### src/standby_pkg.sv
`default_nettype none
package standby_pkg;

   // ****************************************************************
   // register map and layout
   // ****************************************************************
   localparam logic [15:0] ADDR_PROGRESS  = 16'hffa3;
   localparam logic [15:0] ADDR_SELECT    = 16'hffa4;
   localparam int          SEL_W          = 3;
   localparam int          FLAG_NUM       = 5;
   localparam int          DATA_W         = 8;
   localparam logic [2:0]  SELECT_RESET   = 3'h5;
   localparam logic [4:0]  PROGRESS_RESET = 5'h00;
   localparam logic [7:0]  READ_ZERO      = 8'h00;

   // select codes
   localparam logic [2:0] SEL_2E11 = 3'h1;
   localparam logic [2:0] SEL_2E13 = 3'h2;
   localparam logic [2:0] SEL_2E14 = 3'h3;
   localparam logic [2:0] SEL_2E15 = 3'h4;
   localparam logic [2:0] SEL_2E16 = 3'h5;

   // ****************************************************************
   // settling counter, counted in crystal periods
   // ****************************************************************
   localparam int          CNT_W     = 17;
   localparam logic [16:0] CNT_ZERO  = 17'h0_0000;
   localparam logic [16:0] CNT_ONE   = 17'h0_0001;
   localparam logic [16:0] THR_2E11  = 17'h0_0800;
   localparam logic [16:0] THR_2E13  = 17'h0_2000;
   localparam logic [16:0] THR_2E14  = 17'h0_4000;
   localparam logic [16:0] THR_2E15  = 17'h0_8000;
   localparam logic [16:0] THR_2E16  = 17'h1_0000;

   // status bit i: bit 4 is the 2^11 flag, bit 0 the 2^16 flag
   localparam logic [4:0][16:0] FLAG_THR = {THR_2E11, THR_2E13, THR_2E14,
                                            THR_2E15, THR_2E16};

   // limit per select code; prohibited codes fall back to the longest
   localparam logic [7:0][16:0] LIMIT_BY_CODE = {
      THR_2E16, THR_2E16, THR_2E16, THR_2E15,
      THR_2E14, THR_2E13, THR_2E11, THR_2E16};

   // ****************************************************************
   // types
   // ****************************************************************
   typedef enum logic [1:0] {
      ST_RUN,
      ST_HALT,
      ST_STOP,
      ST_SETTLE
   } standby_state_t;

   typedef struct packed {
      logic cpu_clk_run;
      logic crystal_osc_run;
      logic int_hs_osc_run;
      logic state_hold;
   } clk_ctl_t;

   localparam clk_ctl_t CTL_RESET = '{cpu_clk_run: 1'b1, crystal_osc_run: 1'b1,
                                      int_hs_osc_run: 1'b1, state_hold: 1'b0};

endpackage
`default_nettype wire

### src/standby_osc_settle_control.sv
// Summary of operation
// halt instruction gates cpu clock; running oscillators keep running.
// interrupt request ends halt at once, without any settling wait.
// stop instruction halts crystal and internal high-speed oscillators.
// interrupt request ends stop mode.
// stop release on crystal clock waits for oscillation settling first.
// registers, flags and memory are held unchanged during standby.
// port latches and output buffers are held during standby.
// stop only on main clock; halt on any clock; subclock never stops.
// software stops main-clock peripherals before the stop instruction.
// software should clear adc run and enable bits before stop.
// progress register shows how far crystal settling has counted.
// progress clears on reset, stop instruction, and main osc halt bit.
// five flags set in thermometer order at 2^11..2^16 periods, sticky.
// counter stops at selected limit; software picks a long enough limit.
// counting starts only once the crystal actually oscillates.
// select codes 1..5 mean 2^11..2^16; others prohibited; resets to 5.
// with crystal as cpu clock, resume after stop once limit elapsed.
// reset during standby ends it and runs normal reset.
`timescale 1ns/1ns
`default_nettype none
module standby_osc_settle_control
   import standby_pkg::*;
#(
   parameter int unsigned SETTLE_SHIFT = 0
) (
   input  wire logic              clk,
   input  wire logic              rstn,
   input  wire logic              halt_instr,
   input  wire logic              stop_instr,
   input  wire logic              irq_pending,
   input  wire logic              cpu_on_main_clk,
   input  wire logic              cpu_on_crystal,
   input  wire logic              main_osc_halt_bit,
   input  wire logic              main_crystal_osc_tick,
   input  wire logic              main_crystal_osc_alive,
   input  wire logic [15:0]       reg_addr,
   input  wire logic              reg_wr,
   input  wire logic              reg_rd,
   input  wire logic [DATA_W-1:0] reg_wdata,
   output logic [DATA_W-1:0]      reg_rdata,
   output clk_ctl_t               clk_ctl
);

   // ****************************************************************
   // declarations
   // ****************************************************************
   standby_state_t        state_ff;
   standby_state_t        nxt_state;
   clk_ctl_t              ctl_ff;
   clk_ctl_t              nxt_ctl;
   logic [SEL_W-1:0]      sel_ff;
   logic [CNT_W-1:0]      count_ff;
   logic [CNT_W-1:0]      nxt_count;
   logic [FLAG_NUM-1:0]   flags_ff;
   logic [FLAG_NUM-1:0]   nxt_flags;
   logic [DATA_W-1:0]     rdata_ff;
   logic [DATA_W-1:0]     nxt_rdata;
   logic [2:0]            tick_sync_ff;
   logic [1:0]            alive_sync_ff;
   logic                  tick_rise;
   logic                  osc_ok;
   logic                  stop_accept;
   logic                  clear_progress;
   logic                  at_limit;
   logic                  sel_wr;
   logic [CNT_W-1:0]      limit;

   // ****************************************************************
   // pin synchronisers
   // ****************************************************************
   // crystal pins are asynchronous to clk; the first stage feeds only
   // the second, the edge detector looks at later stages
   always_ff @(posedge clk or negedge rstn) begin
      if (!rstn) begin
         tick_sync_ff  <= 3'h0;
         alive_sync_ff <= 2'h0;
      end else begin
         tick_sync_ff  <= {tick_sync_ff[1:0], main_crystal_osc_tick};
         alive_sync_ff <= {alive_sync_ff[0], main_crystal_osc_alive};
      end
   end

   // one crystal period seen; crystal must run at clk/4 or slower
   assign tick_rise = tick_sync_ff[1] & ~tick_sync_ff[2];

   // ****************************************************************
   // standby sequencer
   // ****************************************************************
   // stop is refused unless the cpu runs on the main clock
   assign stop_accept = (state_ff == ST_RUN) & stop_instr & cpu_on_main_clk;
   assign at_limit    = (count_ff >= limit);

   always_comb begin
      nxt_state = state_ff;
      case (state_ff)
         ST_RUN: begin
            if (stop_accept) begin
               nxt_state = ST_STOP;
            end else if (halt_instr) begin
               nxt_state = ST_HALT;
            end
         end
         ST_HALT: begin
            // oscillators never stopped, so no wait on the way out
            if (irq_pending) begin
               nxt_state = ST_RUN;
            end
         end
         ST_STOP: begin
            if (irq_pending) begin
               nxt_state = cpu_on_crystal ? ST_SETTLE : ST_RUN;
            end
         end
         ST_SETTLE: begin
            if (at_limit) begin
               nxt_state = ST_RUN;
            end
         end
         default: begin
            nxt_state = ST_RUN;
         end
      endcase
   end

   // clock and hold controls; subclock is outside this block and never gated
   assign nxt_ctl.cpu_clk_run     = (nxt_state == ST_RUN);
   assign nxt_ctl.int_hs_osc_run  = (nxt_state != ST_STOP);
   assign nxt_ctl.crystal_osc_run = (nxt_state != ST_STOP) & ~main_osc_halt_bit;
   // hold freezes cpu-side registers, memory and port latches
   assign nxt_ctl.state_hold      = (nxt_state != ST_RUN);

   // async reset drops any standby mode straight back to run
   always_ff @(posedge clk or negedge rstn) begin
      if (!rstn) begin
         state_ff <= ST_RUN;
         ctl_ff   <= CTL_RESET;
      end else begin
         state_ff <= nxt_state;
         ctl_ff   <= nxt_ctl;
      end
   end

   assign clk_ctl = ctl_ff;

   // ****************************************************************
   // settling counter
   // ****************************************************************
   // the select register should stay put while settling; a change
   // mid-count just moves the stopping point
   assign limit          = LIMIT_BY_CODE[sel_ff] >> SETTLE_SHIFT;
   assign osc_ok         = ctl_ff.crystal_osc_run & alive_sync_ff[1];
   assign clear_progress = stop_accept | main_osc_halt_bit;

   always_comb begin
      nxt_count = count_ff;
      if (clear_progress) begin
         nxt_count = CNT_ZERO;
      end else if (osc_ok & tick_rise & ~at_limit) begin
         nxt_count = count_ff + CNT_ONE;
      end
   end

   always_ff @(posedge clk or negedge rstn) begin
      if (!rstn) begin
         count_ff <= CNT_ZERO;
      end else begin
         count_ff <= nxt_count;
      end
   end

   // ****************************************************************
   // progress flags
   // ****************************************************************
   // thermometer flags; clear wins because the count restarts with it
   for (genvar i = 0; i < FLAG_NUM; i++) begin : g_flag
      assign nxt_flags[i] = clear_progress ? 1'b0 :
         (flags_ff[i] | (count_ff >= (FLAG_THR[i] >> SETTLE_SHIFT)));
   end

   always_ff @(posedge clk or negedge rstn) begin
      if (!rstn) begin
         flags_ff <= PROGRESS_RESET;
      end else begin
         flags_ff <= nxt_flags;
      end
   end

   // ****************************************************************
   // registers at their memory addresses
   // ****************************************************************
   assign sel_wr = reg_wr & (reg_addr == ADDR_SELECT);

   // prohibited codes are stored as written and settle at the longest time
   always_ff @(posedge clk or negedge rstn) begin
      if (!rstn) begin
         sel_ff <= SELECT_RESET;
      end else if (sel_wr) begin
         sel_ff <= reg_wdata[SEL_W-1:0];
      end
   end

   // read data registered one cycle after the strobe; the progress
   // register is read-only and ignores writes
   always_comb begin
      nxt_rdata = rdata_ff;
      if (reg_rd) begin
         if (reg_addr == ADDR_PROGRESS) begin
            nxt_rdata = {3'h0, flags_ff};
         end else if (reg_addr == ADDR_SELECT) begin
            nxt_rdata = {5'h0_0, sel_ff};
         end else begin
            nxt_rdata = READ_ZERO;
         end
      end
   end

   always_ff @(posedge clk or negedge rstn) begin
      if (!rstn) begin
         rdata_ff <= READ_ZERO;
      end else begin
         rdata_ff <= nxt_rdata;
      end
   end

   assign reg_rdata = rdata_ff;

endmodule
`default_nettype wire

### config.mk
export PLATFORM = sky130hd
export DESIGN_NAME = standby_osc_settle_control
export DESIGN_NICKNAME = d
export VERILOG_FILES = /design/src/standby_pkg.sv /design/src/standby_osc_settle_control.sv
export SDC_FILE = /design/constraint.sdc
export NUM_CORES = 1
export LEC_CHECK = 0
export ABC_CLOCK_PERIOD_IN_PS = 3100
export BUFFER_PORTS_ARGS = -buffer_cell sky130_fd_sc_hd__buf_2
export CAP_MARGIN = 20
export CORE_UTILIZATION = 53
export CTS_CLUSTER_DIAMETER = 100
export CTS_CLUSTER_SIZE = 12
export DETAILED_ROUTE_END_ITERATION = 10
export GPL_TIMING_DRIVEN = 0
export PLACE_DENSITY = 0.82
export SKIP_LAST_GASP = 1
export SLEW_MARGIN = 30
export SYNTH_ARGS = -nofsm -noshare
export SYNTH_HDL_FRONTEND = slang
export SYNTH_SLANG_ARGS = --single-unit
### constraint.sdc
create_clock -name clk -period 3.1 [get_ports clk]
set_clock_uncertainty 0.05 [all_clocks]
set_input_delay 0.465 -clock clk [delete_from_list [all_inputs] [get_ports clk]]
set_output_delay 0.465 -clock clk [all_outputs]
set_load 0.005 [all_outputs]
==> out/results.md <==
| Parameter | Value | Unit |
| --- | --- | --- |
| Worst reg2reg path endpoint | count_ff[15] | - |
| Critical register-to-register path startpoint | sel_ff[0] | - |
| Setup total negative slack | 0 | ns |
| Critical path data required time | 3.27 | ns |
| Die Wd | 64.5 | um |
| Post-synth top area cell | sky130_fd_sc_hd__dfrtp_1 | - |
| Max Clk Rate | 357 | MHz |
| Initial antenna violation count | 0 | - |
| Minimum period implied by the final worst setup slack | 2.80 | ns |
| Number of register bits inferred by synthesis | 41 | - |
| CTS root buffer | sky130_fd_sc_hd__clkbuf_8 | - |
| Port bufs | 39 | - |
| Synthesized netlist cell count | 203 | - |
| Main flop type after synthesis | sky130_fd_sc_hd__dfrtp_1 | - |
| Areal power density over the cells | 482 | nW/um^2 |
| R2r setup slk | 0.30 | ns |
| CTS tree | built | - |
| Effective utilization at floorplan | 56.1 | % |
| Length in cells of the worst reg-to-reg path | 7 | - |
| Hold Crit Class | input port to async pin | - |
| Number of cell rows | 22 | - |
| Final antenna-violating net count | 0 | - |
| Number of library cell types mapped by synthesis | 46 | - |
| All-layer global routing usage | 20.7 | % |
| Cells resized by post-CTS repair | 0 | - |
| Detail Placement HPWL | 3000 | um |
| Internal power contribution | 0.893 | mW |
| Number of buffers inserted by hold repair at cts | 0 | - |
| DRC errors left | 0 | - |
| Net switching share of the total power | 24.1 | % |
| Cells taking the most area after synthesis | sky130_fd_sc_hd__dfrtp_1 (44%), sky130_fd_sc_hd__dfstp_2 (6.4%), sky130_fd_sc_hd__ha_1 (4.2%) | - |
| Clock slew at the register clock pins of the worst setup and hold paths | 0.08 | ns |
| Comb power frac | 13.2 | % |
| Most frequent cells in the layout | sky130_fd_sc_hd__buf_2 (38), sky130_fd_sc_hd__dfrtp_1 (36), sky130_fd_sc_hd__nor2_1 (16), sky130_fd_sc_hd__nand2_1 (16), sky130_fd_sc_hd__o21ai_0 (15) | - |
| Detailed-route vias per instance | 5.68 | - |
| Final Hold Slack | 0.0887 | ns |
| Async set-reset flop share out of synthesis | 100 | % |
| Antenna fix cells | 0 | - |
| Sequential-to-total area share from yosys stat | 49.9 | % |
| Type of element capturing the critical path | flip-flop | - |
| Setup repair after global routing missed its margin | no | - |
| Clock tree buffer depth | 2 | - |
| Final instance area | 2440 | um^2 |
| Placed cell areas | 2330 | um^2 |
| Non-filler cells in the finished layout | 300 | - |
| Period Utilization, post-route | 90.3 | % |
| Mean instance size in the synthesized netlist | 10.2 | um^2 |
| Power dissipated by switching net loads | 0.284 | mW |
| Number of pins exceeding their max-slew limit in the final report | 0 | - |
| Fraction of synthesized cell area taken by the top area cell type | 43.6 | % |
| Post-Place Cells | 292 | - |
| Worst setup path class | flip-flop to flip-flop | - |
| Syn. warnings | 0 | - |
| IO Pins | 48 | - |
| Total setup buffers inserted after CTS | 0 | - |
| Share of total power in sequential cells | 51.8 | % |
| Overall die area | 4160 | um^2 |
| Worst vdd rail ir drop | 0.324 | mV |
| Number of vias in the routed layout | 1703 | - |
| Worst-path fanout max | 7 | - |
| Final net count | 294 | - |
| Fin. Hold Viols | 0 | - |
| Number of global-route vias before repair | 1509 | - |
| DR WL/cell | 13.1 | um |
| Post-place setup slack | 0.326 | ns |
| Largest net degree at the start of global routing | 42 | - |
| Ratio of cells with drive above 1 in the final layout | 26.2 | % |
| Insertion delay to the later sink of the worst-skew pair | 0.29 | ns |
| Core area | 3690 | um^2 |
| First-pass GRT wire length | 6540 | um |
| Setup violations, final | 0 | - |
| DIE HEIGHT | 64.5 | um |
| Post-route worst setup slack | 0.302 | ns |
| Number of sinks driven by the clock tree | 41 | - |
| Netlist area before placement | 2070 | um^2 |
| Leading cell type in the layout, fill and taps excluded | sky130_fd_sc_hd__buf_2 | - |
| Part of the power in the clock network | 35.0 | % |
| Outcome | completed | - |
| Aggregate routed wire length | 3940 | um |
| Number of max-cap violations | 0 | - |
| Area overhead of the layout relative to synthesis | 18.0 | % |
| Gr ovfl total | 0 | - |
| Placer Congestion | 0.839 | - |
| Number of H-tree levels | 2 | - |
| Worst Tran Pin Value | 0.569 | ns |
| Number of search-and-repair iterations in the first detailed-routing pass | 4 | - |
| Nature of the critical path startpoint | flip-flop | - |
| Slew HR | 62.1 | % |
| Arrival time of the worst setup path | 2.97 | ns |
| Clock buffers created by TritonCTS | 5 | - |
| Count of flip-flops with a built-in enable after synthesis | 0 | - |
| Lkg Pwr | 1.09 | nW |
| Number of violations reported at the end of detailed-routing iteration 0 | 51 | - |
==> flip-flops by register name, indices dropped and copies added (netlist names) <==
signal	cells
count_ff	17
flags_ff	5
reg_rdata	5
clk_ctl	4
sel_ff	3
tick_sync_ff	3
alive_sync_ff	2
state_ff	2
==> per-layer routing <==
layer	global-route usage [%]	vias up	share of wire [%]
li1	-	836	-
met1	25.9	820	45
met2	34.5	41	50
met3	5.81	6	3.5
met4	6.67	0	1.2
met5	0	-	0
==> cells by family (layout without fill, tap and decap cells) <==
| group | Yosys count | after routing | share of synthesized area, % |
|---|---|---|---|
| AO/OA/AOI/OAI | 47 | 47 | 15.6 |
| XOR/XNOR | 6 | 6 | 2.54 |
| adder cells (fa/ha/maj) | 7 | 7 | 4.23 |
| buffers and inverters | 16 | 63 | 3.45 |
| flip-flops | 41 | 41 | 49.9 |
| multiplexers | 5 | 5 | 2.60 |
| other | 1 | 3 | 0.181 |
| AND/OR/NAND/NOR | 80 | 80 | 21.5 |
==> power by group through the flow <==
stage               logic (mW)  registers [mW]  clock network [mW]
floorplan               0.0847           0.619                   0
global placement         0.154           0.620                   0
detailed placement       0.160           0.619                   0
CTS                      0.159           0.610               0.425
global route             0.177           0.614               0.446
finish                   0.156           0.610               0.412
==> cell type report <==
class / instances / area, um^2
Tap cell: 48 / 60.1
Clock inverter: 2 / 35.0
Buffer: 5 / 30.0
Inverter: 11 / 41.3
Fill cell: 317 / 1250
Timing Repair Buffer: 39 / 198
Sequential cell: 41 / 1030
Clock buffer: 6 / 72.6
Multi-Input combinational cell: 148 / 972
==> stage by stage <==
stage / total power [mW] / utilization (%)
after floorplan: 0.704 / -
after global placement: 0.774 / 63.2
after detailed placement: 0.778 / 63.2
after CTS: 1.19 / 66.1
after global routing: 1.24 / 66.2
final: 1.18 / 66.2
==> worst max-delay path by stage <==
stage / from / end / slack (ns) / cells after the start
after detailed placement: sel_ff[0] / count_ff[15] / 0.33 / 7
after floorplan: sel_ff[2] / count_ff[5] / 0.63 / 7
final: sel_ff[0] / count_ff[15] / 0.30 / 7
after CTS: sel_ff[0] / count_ff[15] / 0.30 / 7
after global placement: sel_ff[0] / count_ff[15] / 0.42 / 7
after global routing: sel_ff[0] / count_ff[15] / 0.13 / 7
==> critical path, cell delays in order, from the launching register on <==
cell                       delay, ns
sky130_fd_sc_hd__dfstp_2        0.58
sky130_fd_sc_hd__nor3b_1        0.24
sky130_fd_sc_hd__ha_1           0.27
sky130_fd_sc_hd__nor4b_1        0.16
sky130_fd_sc_hd__a311oi_2       0.54
sky130_fd_sc_hd__o211ai_1       0.33
sky130_fd_sc_hd__or3_1          0.42
sky130_fd_sc_hd__a21oi_1        0.14
==> Yosys cell counts (3+ instances only) <==
master / instances
sky130_fd_sc_hd__nand2_1: 16
sky130_fd_sc_hd__nor2b_1: 3
sky130_fd_sc_hd__or4_1: 3
sky130_fd_sc_hd__mux2_2: 3
sky130_fd_sc_hd__nor3_1: 3
sky130_fd_sc_hd__nor2_1: 16
sky130_fd_sc_hd__buf_4: 3
sky130_fd_sc_hd__or3_1: 10
sky130_fd_sc_hd__a21oi_1: 13
sky130_fd_sc_hd__a221o_1: 3
sky130_fd_sc_hd__o21ai_0: 15
sky130_fd_sc_hd__inv_1: 11
sky130_fd_sc_hd__nand4_1: 4
sky130_fd_sc_hd__dfrtp_1: 36
sky130_fd_sc_hd__nand3_1: 7
sky130_fd_sc_hd__nor4_1: 5
sky130_fd_sc_hd__xnor2_1: 4
sky130_fd_sc_hd__dfstp_2: 5
sky130_fd_sc_hd__ha_1: 7
No activity file was read; power rests on OpenSTA's default activity.
